==> src/afmc_consts.svh <==
// Constants for the analog front-end configuration and monitor block.
// Assumes inclusion by bare name from the package and the design file.
`ifndef AFMC_CONSTS_SVH
`define AFMC_CONSTS_SVH

// -------------------------------------------------------------
// Register offsets (byte addresses on the plain register port)
// -------------------------------------------------------------
`define AFMC_OFS_FRONT 8'h00
`define AFMC_OFS_REF 8'h01
`define AFMC_OFS_BURN 8'h02
`define AFMC_OFS_EXC_ROUTE 8'h03
`define AFMC_OFS_EXC_MAG 8'h04
`define AFMC_OFS_STATUS 8'h05

// -------------------------------------------------------------
// Field positions
// -------------------------------------------------------------
`define AFMC_FRONT_BYPASS 0
`define AFMC_FRONT_VREF_EN 1
`define AFMC_FRONT_SHIFT 2
`define AFMC_REF_NEG_LSB 0
`define AFMC_REF_POS_LSB 2
`define AFMC_BURN_LVL_LSB 0
`define AFMC_BURN_PULLUP 3
`define AFMC_EXC_A_LSB 0
`define AFMC_EXC_B_LSB 4
`define AFMC_STAT_AMP_HIGH 0
`define AFMC_STAT_AMP_LOW 1
`define AFMC_STAT_LOW_VREF 2

// -------------------------------------------------------------
// Reset values and fixed codes
// -------------------------------------------------------------
`define AFMC_RST_FRONT 8'h00
`define AFMC_RST_REF 8'h05
`define AFMC_RST_BURN 8'h00
`define AFMC_RST_EXC_ROUTE 8'h00
`define AFMC_RST_EXC_MAG 8'h00
`define AFMC_BURN_MAX_CODE 3'h4
`define AFMC_LARGE_VARIANT 1'b1

`endif

==> src/afmc_pkg.sv <==
// Types used by the front-end configuration block; its bench does not import them.
// Assumes afmc_consts.svh is on the include path.
`default_nettype none

package afmc_pkg;
    `include "afmc_consts.svh"

    // Reference multiplexer select codes
    typedef enum logic [1:0] {
        AFMC_VREF_INTERNAL = 2'h0,
        AFMC_VREF_SUPPLY = 2'h1,
        AFMC_VREF_EXT_A = 2'h2,
        AFMC_VREF_EXT_B = 2'h3
    } afmc_vsel_t;

    // Burn-out current level codes
    typedef enum logic [2:0] {
        AFMC_BURN_OFF = 3'h0,
        AFMC_BURN_50NA = 3'h1,
        AFMC_BURN_200NA = 3'h2,
        AFMC_BURN_1UA = 3'h3,
        AFMC_BURN_10UA = 3'h4
    } afmc_burn_t;
endpackage : afmc_pkg

`default_nettype wire
==> src/afmc_frontend.sv <==
// Configuration and status logic of a converter analog front end.
// Assumes single clock mclk, synchronous reset, comparators asynchronous.
//
// Overview of operation
// - High overload flag when amp output near top
// - Low overload flag when amp output near bottom
// - Overload flags read-only, clear at next conversion
// - Ignore overload comparators while input mux switches
// - Bypass routes inputs straight to precharge buffers
// - Amplifier powered down during bypass
// - Two independent two-bit reference select fields
// - Positive and negative reference source choices
// - Code 00b selects internal reference
// - Code 01b selects supply, reset default
// - 10b inputs 0/1, 11b inputs 2/3
// - Internal reference enable bit, off at reset
// - Low-reference flag, clears at next conversion
// - Low-reference detector follows selected reference
// - Level shift closes mid-supply switch to common input
// - Burn-out current: off and four magnitudes
// - Burn-out at mux output, pull-up or pull-down
// - Pull-up: source to positive, sink to negative
// - Two excitation sources with route and magnitude
// - Both excitation sources may share one input
//
// The register addresses and the strobed register port were left to the implementer.
`default_nettype none
`include "afmc_consts.svh"

module afmc_frontend
    import afmc_pkg::*;
(
    // Clock, reset
    input wire logic mclk, // Converter clock, 40 MHz
    input wire logic rst, // Synchronous reset, active high
    // Register port
    input wire logic [7:0] reg_addr, // Register address
    input wire logic [7:0] reg_wdata, // Write data
    input wire logic reg_wr, // Write strobe
    input wire logic reg_rd, // Read strobe
    output logic [7:0] reg_rdata, // Read data, one cycle after strobe
    // Comparators, timing
    input wire logic amp_high_cmp, // Async comparator: output above upper limit
    input wire logic amp_low_cmp, // Async comparator: output below lower limit
    input wire logic vref_low_cmp, // Async comparator: reference below 0.4 V
    input wire logic mux_switching, // Input mux transition in progress
    input wire logic conv_start, // Pulse at start of each conversion cycle
    // Analog controls
    output logic amp_power_en, // Amplifier powered
    output logic amp_bypass_route, // Inputs go straight to precharge buffers
    output logic [3:0] pos_vref_select, // One-hot: internal, supply, input 0, input 2
    output logic [3:0] neg_vref_select, // One-hot: internal, supply, input 1, input 3
    output logic internal_vref_enable, // Internal 2.5 V reference on
    output logic mid_supply_shift, // Switch to common analog input closed
    // Burn-out, excitation
    output logic [2:0] burn_level, // Burn-out magnitude code
    output logic burn_src_to_pos, // Sourcing current on positive channel
    output logic burn_sink_to_neg, // Sinking current on negative channel
    output logic burn_src_to_neg, // Sourcing current on negative channel
    output logic burn_sink_to_pos, // Sinking current on positive channel
    output logic [3:0] excite_a_route, // Source A input pin index
    output logic [3:0] excite_a_magnitude, // Source A magnitude, 0 is off
    output logic [3:0] excite_b_route, // Source B input pin index
    output logic [3:0] excite_b_magnitude, // Source B magnitude, 0 is off
    output logic excite_shared, // Both sources drive one input
    // Status
    output logic amp_high_overload_flag, // Status: high overload
    output logic amp_low_overload_flag, // Status: low overload
    output logic low_vref_flag // Status: low reference
);

    // -------------------------------------------------------------
    // Helper functions
    // -------------------------------------------------------------

    // One-hot reference decode, shared by both multiplexers
    function automatic logic [3:0] vsel_decode(input logic [1:0] code);
        logic [3:0] hot;
        hot = 4'h0;
        case (code)
            AFMC_VREF_INTERNAL: hot = 4'h1; // Internal positive or negative
            AFMC_VREF_SUPPLY: hot = 4'h2; // Supply rail
            AFMC_VREF_EXT_A: hot = 4'h4; // Inputs 0 and 1
            AFMC_VREF_EXT_B: hot = `AFMC_LARGE_VARIANT ? 4'h8 : 4'h2; // Small part falls back to supply
            default: hot = 4'h2;
        endcase
        return hot;
    endfunction

    // Out-of-range burn-out codes read as off
    // So an undefined code never drives a current
    function automatic logic [2:0] burn_clip(input logic [2:0] code);
        return (code > `AFMC_BURN_MAX_CODE) ? AFMC_BURN_OFF : code;
    endfunction

    // -------------------------------------------------------------
    // Comparator synchronisers
    // -------------------------------------------------------------
    logic [2:0] cmp_raw; // Asynchronous comparator levels
    logic [2:0] cmp_meta_r; // First stage, read only by second stage
    logic [2:0] cmp_sync_r; // Second stage, safe to use

    // Bit 0 amp high, bit 1 amp low, bit 2 low ref
    assign cmp_raw = {vref_low_cmp, amp_low_cmp, amp_high_cmp};

    // Two flops per comparator; the analog side has no relation to mclk
    genvar gi;
    generate
        for (gi = 0; gi < 3; gi++) begin : g_sync
            always_ff @(posedge mclk) begin
                if (rst) begin
                    cmp_meta_r[gi] <= 1'b0;
                    cmp_sync_r[gi] <= 1'b0;
                end else begin
                    cmp_meta_r[gi] <= cmp_raw[gi];
                    cmp_sync_r[gi] <= cmp_meta_r[gi];
                end
            end
        end
    endgenerate

    // -------------------------------------------------------------
    // Register storage
    // -------------------------------------------------------------
    logic [7:0] front_r; // Bypass, reference enable, level shift
    logic [7:0] ref_r; // Reference selects
    logic [7:0] burn_r; // Burn-out level and polarity
    logic [7:0] exc_route_r; // Excitation routes
    logic [7:0] exc_mag_r; // Excitation magnitudes
    logic [7:0] rdata_r; // Read data holder
    logic wr_front; // Decoded write enables
    logic wr_ref;
    logic wr_burn;
    logic wr_route;
    logic wr_mag;

    // Write decode; status is read-only
    assign wr_front = reg_wr && (reg_addr == `AFMC_OFS_FRONT);
    assign wr_ref = reg_wr && (reg_addr == `AFMC_OFS_REF);
    assign wr_burn = reg_wr && (reg_addr == `AFMC_OFS_BURN);
    assign wr_route = reg_wr && (reg_addr == `AFMC_OFS_EXC_ROUTE);
    assign wr_mag = reg_wr && (reg_addr == `AFMC_OFS_EXC_MAG);

    // Only meaningful bits are kept so reserved bits read zero
    always_ff @(posedge mclk) begin
        if (rst) begin
            front_r <= `AFMC_RST_FRONT;
            ref_r <= `AFMC_RST_REF;
            burn_r <= `AFMC_RST_BURN;
            exc_route_r <= `AFMC_RST_EXC_ROUTE;
            exc_mag_r <= `AFMC_RST_EXC_MAG;
        end else begin
            if (wr_front) begin
                front_r <= {5'h00, reg_wdata[2:0]};
            end
            if (wr_ref) begin
                ref_r <= {4'h0, reg_wdata[3:0]};
            end
            if (wr_burn) begin
                burn_r <= {4'h0, reg_wdata[3:0]};
            end
            if (wr_route) begin
                exc_route_r <= reg_wdata;
            end
            if (wr_mag) begin
                exc_mag_r <= reg_wdata;
            end
        end
    end

    // -------------------------------------------------------------
    // Status flags
    // -------------------------------------------------------------
    logic amp_high_r; // Sticky high overload
    logic amp_low_r; // Sticky low overload
    logic low_vref_r; // Sticky low reference
    logic amp_high_set; // Qualified set terms
    logic amp_low_set;
    logic low_vref_set;

    // Next states
    logic amp_high_nxt;
    logic amp_low_nxt;
    logic low_vref_nxt;

    // Overload comparators blanked during mux switching to avoid false trips
    assign amp_high_set = cmp_sync_r[0] && !mux_switching;
    assign amp_low_set = cmp_sync_r[1] && !mux_switching;
    // Comparator sits after the reference mux, so it tracks the selection
    assign low_vref_set = cmp_sync_r[2];

    // Flag holds until a conversion start with condition gone; set wins
    assign amp_high_nxt = amp_high_set || (amp_high_r && !conv_start);
    assign amp_low_nxt = amp_low_set || (amp_low_r && !conv_start);
    assign low_vref_nxt = low_vref_set || (low_vref_r && !conv_start);

    // Flags update only from synchronised comparator levels
    always_ff @(posedge mclk) begin
        if (rst) begin
            amp_high_r <= 1'b0;
            amp_low_r <= 1'b0;
            low_vref_r <= 1'b0;
        end else begin
            amp_high_r <= amp_high_nxt;
            amp_low_r <= amp_low_nxt;
            low_vref_r <= low_vref_nxt;
        end
    end

    // -------------------------------------------------------------
    // Read path
    // -------------------------------------------------------------
    logic [7:0] status_byte; // Read-only flag byte
    logic [7:0] rd_mux; // Selected read value

    // Reads never clear flags
    assign status_byte = {5'h00, low_vref_r, amp_low_r, amp_high_r};

    always_comb begin
        rd_mux = 8'h00;
        case (reg_addr)
            `AFMC_OFS_FRONT: rd_mux = front_r;
            `AFMC_OFS_REF: rd_mux = ref_r;
            `AFMC_OFS_BURN: rd_mux = burn_r;
            `AFMC_OFS_EXC_ROUTE: rd_mux = exc_route_r;
            `AFMC_OFS_EXC_MAG: rd_mux = exc_mag_r;
            `AFMC_OFS_STATUS: rd_mux = status_byte;
            default: rd_mux = 8'h00; // Unmapped reads zero
        endcase
    end

    // Read data valid only in the cycle after the strobe
    // Zero between reads keeps the bus quiet
    always_ff @(posedge mclk) begin
        if (rst) begin
            rdata_r <= 8'h00;
        end else if (reg_rd) begin
            rdata_r <= rd_mux;
        end else begin
            rdata_r <= 8'h00;
        end
    end

    // -------------------------------------------------------------
    // Analog control decode
    // -------------------------------------------------------------
    logic bypass_sel; // Bypass requested
    logic [2:0] burn_lvl_dec; // Legal burn-out code
    logic burn_on; // Any burn-out current flowing
    logic burn_pullup; // Pull-up polarity
    logic [3:0] pos_hot; // Positive mux one-hot
    logic [3:0] neg_hot; // Negative mux one-hot
    logic a_on; // Source A active
    logic b_on; // Source B active
    logic shared_dec; // Both sources on the same pin

    assign bypass_sel = front_r[`AFMC_FRONT_BYPASS];
    assign pos_hot = vsel_decode(ref_r[`AFMC_REF_POS_LSB +: 2]);
    assign neg_hot = vsel_decode(ref_r[`AFMC_REF_NEG_LSB +: 2]);
    assign burn_lvl_dec = burn_clip(burn_r[`AFMC_BURN_LVL_LSB +: 3]);
    // Burn-out controls
    assign burn_on = (burn_lvl_dec != AFMC_BURN_OFF);
    assign burn_pullup = burn_r[`AFMC_BURN_PULLUP];
    // A zero magnitude means off
    assign a_on = (exc_mag_r[`AFMC_EXC_A_LSB +: 4] != 4'h0);
    assign b_on = (exc_mag_r[`AFMC_EXC_B_LSB +: 4] != 4'h0);
    // Sharing is legal; the pin then carries the sum of both currents
    assign shared_dec = a_on && b_on &&
        (exc_route_r[`AFMC_EXC_A_LSB +: 4] == exc_route_r[`AFMC_EXC_B_LSB +: 4]);

    // -------------------------------------------------------------
    // Registered analog controls
    // -------------------------------------------------------------
    // Amp and reference
    logic amp_power_r;
    logic bypass_route_r;
    logic [3:0] pos_sel_r;
    logic [3:0] neg_sel_r;
    logic vref_en_r;
    logic shift_r;

    // Burn-out
    logic [2:0] burn_lvl_r;
    logic src_pos_r;
    logic sink_neg_r;
    logic src_neg_r;
    logic sink_pos_r;

    // Excitation
    logic [3:0] a_route_r;
    logic [3:0] a_mag_r;
    logic [3:0] b_route_r;
    logic [3:0] b_mag_r;
    logic shared_r;

    // One flop stage keeps analog switches glitch-free during decode
    always_ff @(posedge mclk) begin
        if (rst) begin
            // Amp on, supply reference
            amp_power_r <= 1'b1;
            bypass_route_r <= 1'b0;
            pos_sel_r <= 4'h2;
            neg_sel_r <= 4'h2;
            vref_en_r <= 1'b0;
            shift_r <= 1'b0;
            // Burn-out and excitation off
            burn_lvl_r <= 3'h0;
            src_pos_r <= 1'b0;
            sink_neg_r <= 1'b0;
            src_neg_r <= 1'b0;
            sink_pos_r <= 1'b0;
            a_route_r <= 4'h0;
            a_mag_r <= 4'h0;
            b_route_r <= 4'h0;
            b_mag_r <= 4'h0;
            shared_r <= 1'b0;
        end else begin
            amp_power_r <= !bypass_sel;
            bypass_route_r <= bypass_sel;
            pos_sel_r <= pos_hot;
            neg_sel_r <= neg_hot;
            vref_en_r <= front_r[`AFMC_FRONT_VREF_EN];
            shift_r <= front_r[`AFMC_FRONT_SHIFT];
            burn_lvl_r <= burn_lvl_dec;
            // Burn-out polarity
            src_pos_r <= burn_on && burn_pullup;
            sink_neg_r <= burn_on && burn_pullup;
            src_neg_r <= burn_on && !burn_pullup;
            sink_pos_r <= burn_on && !burn_pullup;
            // Excitation
            a_route_r <= exc_route_r[`AFMC_EXC_A_LSB +: 4];
            a_mag_r <= exc_mag_r[`AFMC_EXC_A_LSB +: 4];
            b_route_r <= exc_route_r[`AFMC_EXC_B_LSB +: 4];
            b_mag_r <= exc_mag_r[`AFMC_EXC_B_LSB +: 4];
            shared_r <= shared_dec;
        end
    end

    // -------------------------------------------------------------
    // Output drive
    // -------------------------------------------------------------
    // Register port
    assign reg_rdata = rdata_r;

    // Analog controls
    assign amp_power_en = amp_power_r;
    assign amp_bypass_route = bypass_route_r;
    assign pos_vref_select = pos_sel_r;
    assign neg_vref_select = neg_sel_r;
    assign internal_vref_enable = vref_en_r;
    assign mid_supply_shift = shift_r;
    assign burn_level = burn_lvl_r;
    assign burn_src_to_pos = src_pos_r;
    assign burn_sink_to_neg = sink_neg_r;
    assign burn_src_to_neg = src_neg_r;
    assign burn_sink_to_pos = sink_pos_r;
    assign excite_a_route = a_route_r;
    assign excite_a_magnitude = a_mag_r;
    assign excite_b_route = b_route_r;
    assign excite_b_magnitude = b_mag_r;
    assign excite_shared = shared_r;

    // Status flags
    assign amp_high_overload_flag = amp_high_r;
    assign amp_low_overload_flag = amp_low_r;
    assign low_vref_flag = low_vref_r;

endmodule // afmc_frontend

`default_nettype wire

==> config.mk <==
export PLATFORM = sky130hd
export DESIGN_NAME = afmc_frontend
export DESIGN_NICKNAME = d
export VERILOG_FILES = /design/src/afmc_pkg.sv /design/src/afmc_frontend.sv
export VERILOG_INCLUDE_DIRS = /design/src
export SDC_FILE = /design/constraint.sdc
export NUM_CORES = 1
export LEC_CHECK = 0
export ABC_AREA = 0
export BUFFER_PORTS_ARGS = -buffer_cell sky130_fd_sc_hd__buf_2
export CAP_MARGIN = 20
export CORE_UTILIZATION = 52
export CTS_CLUSTER_SIZE = 24
export DETAILED_ROUTE_END_ITERATION = 6
export GPL_TIMING_DRIVEN = 0
export PLACE_DENSITY = 0.81
export SETUP_SLACK_MARGIN = 0.3
export SKIP_CTS_REPAIR_TIMING = 1
export SYNTH_ARGS = -nofsm -noshare
export SYNTH_HDL_FRONTEND = slang
export SYNTH_SLANG_ARGS = --single-unit
==> constraint.sdc <==
create_clock -name mclk -period 1.4 [get_ports mclk]
set_input_delay 0.07 -clock mclk [delete_from_list [all_inputs] [get_ports mclk]]
set_output_delay 0.07 -clock mclk [all_outputs]
set_load 0.02 [all_outputs]
# Yosys cells after proc, flatten, opt, wreduce, memory -nomap -nowiden
# Index checks and enable logic that the tools add are counted.
# op_classes
n_eq_ne,12
reduce_logical,28
addsub,0
div_mod_pow,0
shifts,0
n_bitwise,1
multipliers,0
mux,4
magnitude_cmp,1
# op_table
cell,count
$pmux 8 s6,1
$pmux 4 s4,2
$eq 8x2->1 const B,2
$eq 8x3->1 const B,2
$logic_and 1x1->1,14
$eq 2x2->1 const B,4
$eq 8x1->1 const B,1
$logic_not 8->1,1
$reduce_bool 4->1,2
$eq 2x1->1 const B,2
$eq 4x4->1,1
$logic_not 1->1,4
$logic_not 2->1,2
$gt 3x3->1 const B,1
$logic_or 1x1->1,3
$mux 3,1
$reduce_bool 3->1,1
$reduce_or 2->1,1
$not 1->1,1
# totals
inputBits,25
romBits,0
latch_bits,0
mem_bits_rw,0
output_inout_bits,47
n_memories,0
regBits,78

# Logic depth before layout (Yosys ltp)
# Gate-level depths: netlist of run 1.
# logic_depth
depth_word,4
depth_mapped,5
ltp_nobuf,3

# Worst setup path before layout of run 1
# Ideal clock, no wire load.
# synth_path
path_type,flip-flop to flip-flop
start,register exc_route_r[1]
end,register shared_r (netlist: excite_shared)
t_arrival_ns,1.071
setup_ns,0.092
required_ns,1.308
path_stages_with_launch,4
synth_period_minus_slack_ns,1.163
path_slack_ns,0.237
cell_sequence,dfxtp_1 -> xor2_1 -> or4_1 -> nor4_1
# synth_via
elab_chain_len,2
# synth_rtl
element,line_no,text
start: declaration,afmc_frontend.sv:128,logic [7:0] exc_route_r;
start signal: assignment,afmc_frontend.sv:150,exc_route_r <= `AFMC_RST_EXC_ROUTE;
start signal: assignment,afmc_frontend.sv:163,exc_route_r <= reg_wdata;
$eq 4x4->1,afmc_frontend.sv:269,(exc_route_r[`AFMC_EXC_A_LSB +: 4] == exc_route_r[`AFMC_EXC_B_LSB +: 4]);
$logic_and 1x1->1,afmc_frontend.sv:268,assign shared_dec = a_on && b_on &&
end signal: assignment,afmc_frontend.sv:335,shared_r <= shared_dec;
end: declaration,afmc_frontend.sv:294,logic shared_r;
# Every way passes these cells.
# A chain may end at the register's enable or synchronous reset.

# Worst setup path in the final report of run 1
# Same ends and word-level chain as after synthesis.

==> impl_metrics.py, run 1 <==
metrics = {
    "route": {
        "route.detailed.drc": 0,
        "first_pass_iters": 4,
        "drtAntennaViolNets": 0,
        "drt_wl_total_um": 5830,
        "via_per_inst": 5.00,
        "vias": 2083,
        "wl_per_cell_um": 14.0,
        "drt_iter0_drc": 155,
    },
    "flow_run": {
        "drv_cap": 0,
    },
    "sta": {
        "setup_ws_ns": 0.114,
        "hold_viol": 0,
        "finalCritPeriodShare": 0.918,
        "finalSetupTns_ns": 0,
        "final_max_slew_viol_count": 0,
        "setup_viol": 0,
        "max_slew_margin": 0.624,
        "fmax_mhz": 778,
        "worst_pin_slew_ns": 0.558,
        "finalCriticalPeriod_ns": 1.29,
        "finalClockSkew_ns": 0.00492,
        "rsz0062_at_grt": "true",
    },
    "cts": {
        "clkTransAtPathRegs_ns": 0.07,
        "numCtsBuffers": 9,
        "cts_tree": "built",
        "cts_buffer_depth": 2,
        "cts.sinks": 78,
        "clk_latency_ns": 0.34,
        "h-tree-depth": 3,
        "ctsRootBufferMaster": "clkbuf_8",
    },
    "worst_setup_path": {
        "worstPathArrival_ns": 1.53,
        "worstSetupEndpointType": "register",
        "reg2reg_slack_ns": 0.11,
        "required_ns": 1.65,
        "start_kind": "register",
        "critPathKind": "register to register",
        "cp_max_fo": 3,
    },
    "finish": {
        "area_delta_synth_final_pct": 26.4,
        "finalNetCount": 367,
        "fin_util": 0.688,
        "drive_gt1_frac": 0.329,
        "fillers": 394,
        "fin_area_um2": 3560,
        "n_antenna_cell": 0,
    },
    "pwr": {
        "finalPower_mw": 4.47,
        "leakage_nw": 1.89,
        "power_density_nw_per_um2": 1260,
        "peakVddDrop_mv": 0.977,
    },
    "yosys": {
        "ys_ff_latch": 78,
        "synth_edf_count": 0,
        "syn_nets": 284,
        "ys.flop_type": "dfxtp_1",
        "syn_avg_cell_area_um2": 10.9,
        "yosys_warnings": 0,
        "synth_cell_types": 32,
        "synth_cells": 259,
        "ys_seq_area_frac": 0.554,
        "synth_area_um2": 2820,
        "async_flop_share": 0,
    },
    "global_routing": {
        "grt_usage": 0.222,
        "antenna_found_initial": 0,
        "overflow": 0,
        "first_global_vias": 1875,
        "grt_max_degree": 13,
        "grt_pass1_wl_um": 9030,
    },
    "run_status": {
        "outcome": "finished, final reports clean",
    },
    "floorplanning": {
        "floorplan.core_area_um2": 5170,
        "initial_core_util": 0.545,
        "rows": 26,
        "io_pins": 72,
        "die_h_um": 75.6,
        "die_area_um2": 5720,
        "die_width_um": 75.6,
    },
    "place": {
        "placed_area_um2": 3250,
        "port_buffers": 69,
        "dp_slack_ns": -0.0788,
        "place_congestion": 0.845,
        "hpwl_um": 4050,
    },
    "min_path": {
        "hold_class": "primary input to register",
    },
}
kinds of logic after synthesis:
kind of cell    Yosys count  synth area share
simple gates             87             0.199
flops                    78             0.554
mux                      37             0.136
buf+inv                  35            0.0533
compound gates           17            0.0422
xor+xnor                  5            0.0155
flip-flops by register name (all words and copies together) (netlist names), 3 cells and up:
register / cells
exc_route_r: 8
excite_a_route: 4
burn_r: 4
excite_a_magnitude: 4
cmp_meta_r: 3
reg_rdata: 8
excite_b_route: 4
ref_r: 4
front_r: 3
excite_b_magnitude: 4
neg_vref_select: 4
pos_vref_select: 4
burn_level: 3
exc_mag_r: 8
area by class of cell:
| type | instances | area (µm²) | share of cell area |
|---|---|---|---|
| Buffer | 12 | 66.3 | 0.0186 |
| Tap cell | 70 | 87.6 | 0.0246 |
| Multi-Input combinational cell | 146 | 1130 | 0.318 |
| Timing Repair Buffer | 72 | 375 | 0.105 |
| Inverter | 23 | 86.3 | 0.0242 |
| Clock inverter | 3 | 90.1 | 0.0253 |
| Sequential cell | 78 | 1570 | 0.440 |
| Clock buffer | 13 | 159 | 0.0446 |
final timing paths:
path | startpoint | to | depth (start not counted)
max reg2reg | exc_route_r[1] | excite_shared | 3
min | reg_wdata[7] | exc_route_r[7] | 3
min reg2reg | low_vref_set | low_vref_flag | 2
max | exc_route_r[1] | excite_shared | 3
cell usage after synthesis, types with 2 or more instances:
library cell  instances  area [µm²]
buf_2                 3        15.0
clkbuf_1              5        18.8
xor2_1                5        43.8
nor2_1               17        63.8
nor3_1                4        20.0
mux2i_1              27         270
nor3b_1               3        22.5
a22oi_1               9        67.6
nand2_1               5        18.8
a21oi_1               4        20.0
dfxtp_1              78        1560
mux2_2               10         113
buf_4                 4        30.0
nand4_1               2        12.5
o21bai_1              2        15.0
inv_1                23        86.3
nor2b_1              10        62.6
nor4_1                3        18.8
nand2b_1             32         200
cells in the final DEF (no fill, tap or decap), types with 4 or more instances in the layout:
cell / count
nor2b_1: 10
mux2_2: 10
a22oi_1: 9
mux2i_1: 27
dfxtp_1: 75
clkbuf_1: 5
buf_2: 72
inv_1: 23
xor2_1: 5
nor3_1: 4
a21oi_1: 4
nand2b_1: 32
nor2_1: 17
clkbuf_8: 11
nand2_1: 5
buf_4: 4
critical path, stage by stage, from the launching register on:
cell and delay [ns]:
dfxtp_2 0.34, xor2_1 0.16, or4_4 0.54, nor4_4 0.15
power breakdown:
part / internal, mW / switching [mW]
Clock: 1.28 / 0.763
Sequential: 2.23 / 0.00459
Combinational: 0.0863 / 0.108
Total: 3.60 / 0.875
metal layers:
layer | global-route usage | up-vias | wire length [µm]
li1 | - | 1026 | -
met1 | 0.303 | 976 | 2710
met2 | 0.310 | 73 | 2680
met3 | 0.0728 | 8 | 332
met4 | 0.121 | 0 | 99
met5 | 0 | - | 0
through the flow:
| step | hold slack, ns | std cells |
|---|---|---|
| floorplan | 0.198 | 259 |
| global placement | 0.280 | 398 |
| detailed placement | 0.282 | 398 |
| CTS | -0.0809 | 414 |
| global route | 0.0221 | 417 |
| finish | 0.0118 | 417 |
(Power assumes the default switching activity.)
==> run 2, diff against run 1 <==
--- a/config.mk
+++ b/config.mk
@@ -16,6 +16,7 @@
 export PLACE_DENSITY = 0.81
 export SETUP_SLACK_MARGIN = 0.3
 export SKIP_CTS_REPAIR_TIMING = 1
+export SLEW_MARGIN = 20
 export SYNTH_ARGS = -nofsm -noshare
 export SYNTH_HDL_FRONTEND = slang
 export SYNTH_SLANG_ARGS = --single-unit
==> constraint.sdc (replaced) <==
create_clock -name mclk -period 1.4 [get_ports mclk]
set_input_delay 0.28 -clock mclk [delete_from_list [all_inputs] [get_ports mclk]]
set_output_delay 0.28 -clock mclk [all_outputs]
set_load 0.02 [all_outputs]
==> run 2 against run 1 <==
  * Non-clock buffer count unchanged
  * Final cell count unchanged
  * Critical endpoint unchanged
  * Highest routed layer unchanged
  * Critical path depth unchanged
==> impl_metrics.py, run 2 (same netlist as run 1, synthesis figures left out) <==
metrics = {
    "place": {
        "placed_area_um2": 3290,
        "dp_slack_ns": -0.171,
        "port_buffers": 69,
        "hpwl_um": 4160,
        "place_congestion": 0.839,
        "dp.cells": 398,
    },
    "route": {
        "wl_per_cell_um": 15.0,
        "vias": 2121,
        "via_per_inst": 5.09,
        "first_pass_iters": 4,
        "drt_iter0_drc": 138,
        "drtAntennaViolNets": 0,
        "drt_wl_total_um": 6240,
        "route.detailed.drc": 0,
    },
    "cts": {
        "numCtsBuffers": 9,
        "h-tree-depth": 3,
        "clkTransAtPathRegs_ns": 0.07,
        "cts_tree": "built",
        "cts.sinks": 78,
        "ctsRootBufferMaster": "clkbuf_8",
        "cts_buffer_depth": 2,
        "clk_latency_ns": 0.34,
    },
    "sta": {
        "setup_viol": 0,
        "fmax_mhz": 797,
        "max_slew_margin": 0.674,
        "rsz0062_at_grt": "true",
        "hold_viol": 0,
        "setup_ws_ns": 0.145,
        "final_max_slew_viol_count": 0,
        "finalCriticalPeriod_ns": 1.26,
        "finalClockSkew_ns": 0.00406,
        "timing.hold.ws_ns": 0.145,
        "worst_pin_slew_ns": 0.490,
        "finalCritPeriodShare": 0.897,
    },
    "global_routing": {
        "overflow": 0,
        "grt_usage": 0.220,
        "grt_max_degree": 13,
        "grt_pass1_wl_um": 8890,
        "antenna_found_initial": 0,
        "first_global_vias": 1878,
    },
    "worst_setup_path": {
        "critPathKind": "register to register",
        "cp_max_fo": 3,
        "worstPathArrival_ns": 1.51,
        "worstSetupEndpointType": "register",
        "start_kind": "register",
        "required_ns": 1.65,
    },
    "pwr": {
        "power_density_nw_per_um2": 1090,
        "pwr-share-comb": 0.048,
        "seqPwrFrac": 0.530,
        "p_sw_mw": 0.874,
        "p_int_mw": 3.34,
        "peakVddDrop_mv": 0.629,
        "leakage_nw": 1.94,
        "sw_frac_of_total": 0.208,
        "clock_power_share": 0.421,
    },
    "finish": {
        "drive_gt1_frac": 0.424,
        "area_delta_synth_final_pct": 36.9,
        "fin_area_um2": 3860,
        "final_cell_mix": "dfxtp_1, buf_6, nand2b_1, dfxtp_2, mux2i_1",
        "finalNonFillerCells": 417,
        "fillers": 343,
        "finalNetCount": 367,
        "final_common_cell": "dfxtp_1",
        "n_antenna_cell": 0,
    },
    "floorplanning": {
        "io_pins": 72,
        "die_width_um": 75.6,
        "initial_core_util": 0.545,
        "floorplan.core_area_um2": 5170,
        "die_h_um": 75.6,
        "rows": 26,
        "die_area_um2": 5720,
    },
    "flow_run": {
        "drv_cap": 0,
    },
    "min_path": {
        "hold_class": "primary input to register",
    },
    "run_status": {
        "outcome": "finished, final reports clean",
    },
}
## run 2: changes by cell type in the layout (fill, tap and decap cells not counted), moves of 2 or more
cell,change
clkbuf_1,-2
buf_2,-49
clkbuf_8,+2
dfxtp_1,-27
dlygate4sd3_1,-3
buf_6,+41
clkinv_2,+2
buf_4,+9
dfxtp_2,+26
buf_12,+2
bufinv_16,-2
## run 2: power groups by stage
stage	clock [mW]	sequential [mW]	combinational, mW
floorplan	0	2.29	0.113
global placement	0	2.29	0.185
detailed placement	0	2.29	0.188
CTS	1.80	2.23	0.189
global route	1.91	2.23	0.216
finish	1.77	2.23	0.203
## run 2: worst paths after layout
| path | startpoint | endpoint | slack [ns] | cells after the start |
|---|---|---|---|---|
| worst max-delay path | exc_route_r[1] | excite_shared | 0.14 | 3 |
| worst min-delay path | amp_low_cmp | cmp_meta_r[1] | 0.15 | 2 |
| worst max register to register | exc_route_r[1] | excite_shared | 0.14 | 3 |
| worst min register to register | cmp_meta_r[2] | low_vref_set | 0.44 | 1 |
## run 2: layout make-up
cell class / count / area [µm²] / area share
sequential: 78 / 1600 / 0.415
timing repair buffer: 72 / 637 / 0.165
clock buffer: 13 / 179 / 0.0464
clock inverter: 3 / 40.0 / 0.0104
buffer: 12 / 98.8 / 0.0256
tap: 70 / 87.6 / 0.0227
inverter: 23 / 86.3 / 0.0224
multi-input combinational: 146 / 1130 / 0.292
## run 2: per-layer routing
layer,share of wire,global-route usage
met4,0.025,0.103
met1,0.45,0.295
met5,0,0
met2,0.49,0.327
met3,0.042,0.0635
## run 2: critical path, cell delays in order, from the launching register on
cell,delay [ns]
dfxtp_2,0.34
xor2_1,0.15
or4_1,0.52
nor4_2,0.16
## run 2: per-stage QoR
step                power (mW)   util  TNS (ns)
floorplan                 2.40      -         0
global placement          2.47  0.635     -1.70
detailed placement        2.47  0.635     -3.13
CTS                       4.22  0.678         0
global route              4.36  0.746         0
finish                    4.21  0.746         0
==> run 3, diff against run 2 <==
--- a/config.mk
+++ b/config.mk
@@ -9,11 +9,13 @@
 export ABC_AREA = 0
 export BUFFER_PORTS_ARGS = -buffer_cell sky130_fd_sc_hd__buf_2
 export CAP_MARGIN = 20
-export CORE_UTILIZATION = 52
+export CORE_UTILIZATION = 47
+export CTS_BUF_LIST = sky130_fd_sc_hd__clkbuf_8 sky130_fd_sc_hd__clkbuf_16
 export CTS_CLUSTER_SIZE = 24
 export DETAILED_ROUTE_END_ITERATION = 6
 export GPL_TIMING_DRIVEN = 0
-export PLACE_DENSITY = 0.81
+export PLACE_DENSITY = 0.77
+export REMOVE_ABC_BUFFERS = 1
 export SETUP_SLACK_MARGIN = 0.3
 export SKIP_CTS_REPAIR_TIMING = 1
 export SLEW_MARGIN = 20
==> constraint.sdc (replaced) <==
create_clock -name mclk -period 1.1 [get_ports mclk]
set_input_delay 0.22 -clock mclk [delete_from_list [all_inputs] [get_ports mclk]]
set_output_delay 0.22 -clock mclk [all_outputs]
set_load 0.02 [all_outputs]
==> run 3 against run 2 <==
  * The run now ends with setup timing left
  * Wire length increased by 4.9%
  * Combinational power rose by 41%
  * Worst hold slack lost 0.066 ns
  * Sequential share of layout area down 1.7 points
  * Sequential power increased by 27%
  * Fmax grew 0.50%
  * Core utilization is 1.7 points lower
  * Clock power is 38% higher
  * Critical path type unchanged
  * Highest routed layer unchanged
==> impl_metrics.py, run 3 (same netlist as run 1, synthesis figures left out) <==
metrics = {
    "floorplanning": {
        "floorplan.core_area_um2": 5640,
        "die_h_um": 79.4,
        "initial_core_util": 0.499,
        "rows": 27,
        "die_width_um": 79.4,
        "die_area_um2": 6310,
        "io_pins": 72,
    },
    "worst_setup_path": {
        "crit_path_top_delay_cell": "or4_4",
        "slowest_delay_ns": 0.51,
        "critPathKind": "register to register",
        "cp_max_fo": 3,
        "start_kind": "register",
        "worstSetupEndpointType": "register",
        "required_ns": 1.36,
        "cp_top_family": "simple AND/OR/NAND/NOR gates",
        "path_buf_inv": 0,
        "crit_path_cell_trace": "xor2_1, or4_4, nor4_2",
        "worstPathArrival_ns": 1.51,
    },
    "pwr": {
        "leakage_nw": 2.02,
        "peakVddDrop_mv": 0.996,
        "finalPower_mw": 5.56,
        "power_density_nw_per_um2": 1350,
    },
    "route": {
        "via_per_inst": 5.03,
        "first_pass_iters": 4,
        "vias": 2107,
        "drt_wl_total_um": 6550,
        "drt_iter0_drc": 177,
        "route.detailed.drc": 0,
        "wl_per_cell_um": 15.6,
        "drtAntennaViolNets": 0,
    },
    "cts": {
        "clkTransAtPathRegs_ns": 0.08,
        "cts_tree": "built",
        "h-tree-depth": 3,
        "ctsRootBufferMaster": "clkbuf_8",
        "cts.sinks": 78,
        "numCtsBuffers": 9,
        "clk_latency_ns": 0.35,
        "cts_buffer_depth": 2,
    },
    "global_routing": {
        "grt_max_degree": 57,
        "grt_usage": 0.193,
        "grt_pass1_wl_um": 8890,
        "first_global_vias": 1872,
        "antenna_found_initial": 0,
        "overflow": 0,
    },
    "sta": {
        "timing.hold.ws_ns": 0.0795,
        "fmax_mhz": 801,
        "worst_pin_slew_ns": 0.412,
        "finalSetupTns_ns": -0.149,
        "setup_viol": 1,
        "finalCriticalPeriod_ns": 1.25,
        "finalCritPeriodShare": 1.14,
        "max_slew_margin": 0.723,
        "hold_viol": 0,
        "setup_ws_ns": -0.149,
        "final_max_slew_viol_count": 0,
        "rsz0062_at_grt": "true",
        "finalClockSkew_ns": 0.0109,
    },
    "finish": {
        "final_common_cell": "buf_6",
        "final_cell_mix": "buf_6, dfxtp_2, nand2b_1, mux2i_1, dfxtp_1",
        "finalNonFillerCells": 419,
        "area_delta_synth_final_pct": 45.9,
        "drive_gt1_frac": 0.542,
        "n_antenna_cell": 0,
        "finalNetCount": 367,
    },
    "place": {
        "hpwl_um": 3870,
        "dp_slack_ns": -0.551,
        "place_congestion": 0.790,
        "port_buffers": 71,
        "dp.cells": 390,
    },
    "flow_run": {
        "drv_cap": 0,
    },
    "run_status": {
        "outcome": "finished, violations left",
        "violations": "setup timing",
    },
    "min_path": {
        "hold_class": "primary input to register",
    },
}
-- run 3: layout make-up --
cell class	count	area, µm²
Timing Repair Buffer	84	833
Sequential cell	78	1640
Inverter	23	86.3
Clock buffer	12	165
Clock inverter	4	68.8
Fill cell	352	1530
Multi-Input combinational cell	146	1230
Tap cell	72	90.1
-- run 3: power breakdown --
part	internal, mW	switching (mW)
clock	1.45	0.990
sequential	2.83	0.00763
combinational	0.143	0.144
-- run 3: worst register-to-register path, cell delays in order (launching register included) --
cell and delay, ns:
dfxtp_2 0.34, xor2_1 0.16, or4_4 0.51, nor4_2 0.16
-- run 3: final timing paths --
path,startpoint,to,slack (ns),cells after the start
worst min register to register,cmp_meta_r[0],cmp_sync_r[0],0.44,1
worst min-delay path,vref_low_cmp,cmp_meta_r[2],0.08,2
worst max-delay path,exc_route_r[1],excite_shared,-0.15,3
worst max register to register,exc_route_r[1],excite_shared,-0.15,3
-- run 3: through the flow --
stage,area (µm²),util
2_1_floorplan,2750,-
3_5_place_dp,3200,0.567
5_1_grt,4110,0.729
4_1_cts,3430,0.609
3_3_place_gp,3200,0.567
6_report,4110,0.729
-- run 3: layer usage --
metal | GRT usage | vias up | wire, µm
li1 | - | 1028 | -
met2 | 0.299 | 74 | 3260
met1 | 0.226 | 989 | 2730
met3 | 0.0869 | 16 | 385
met5 | 0 | - | 0
met4 | 0.0909 | 0 | 170
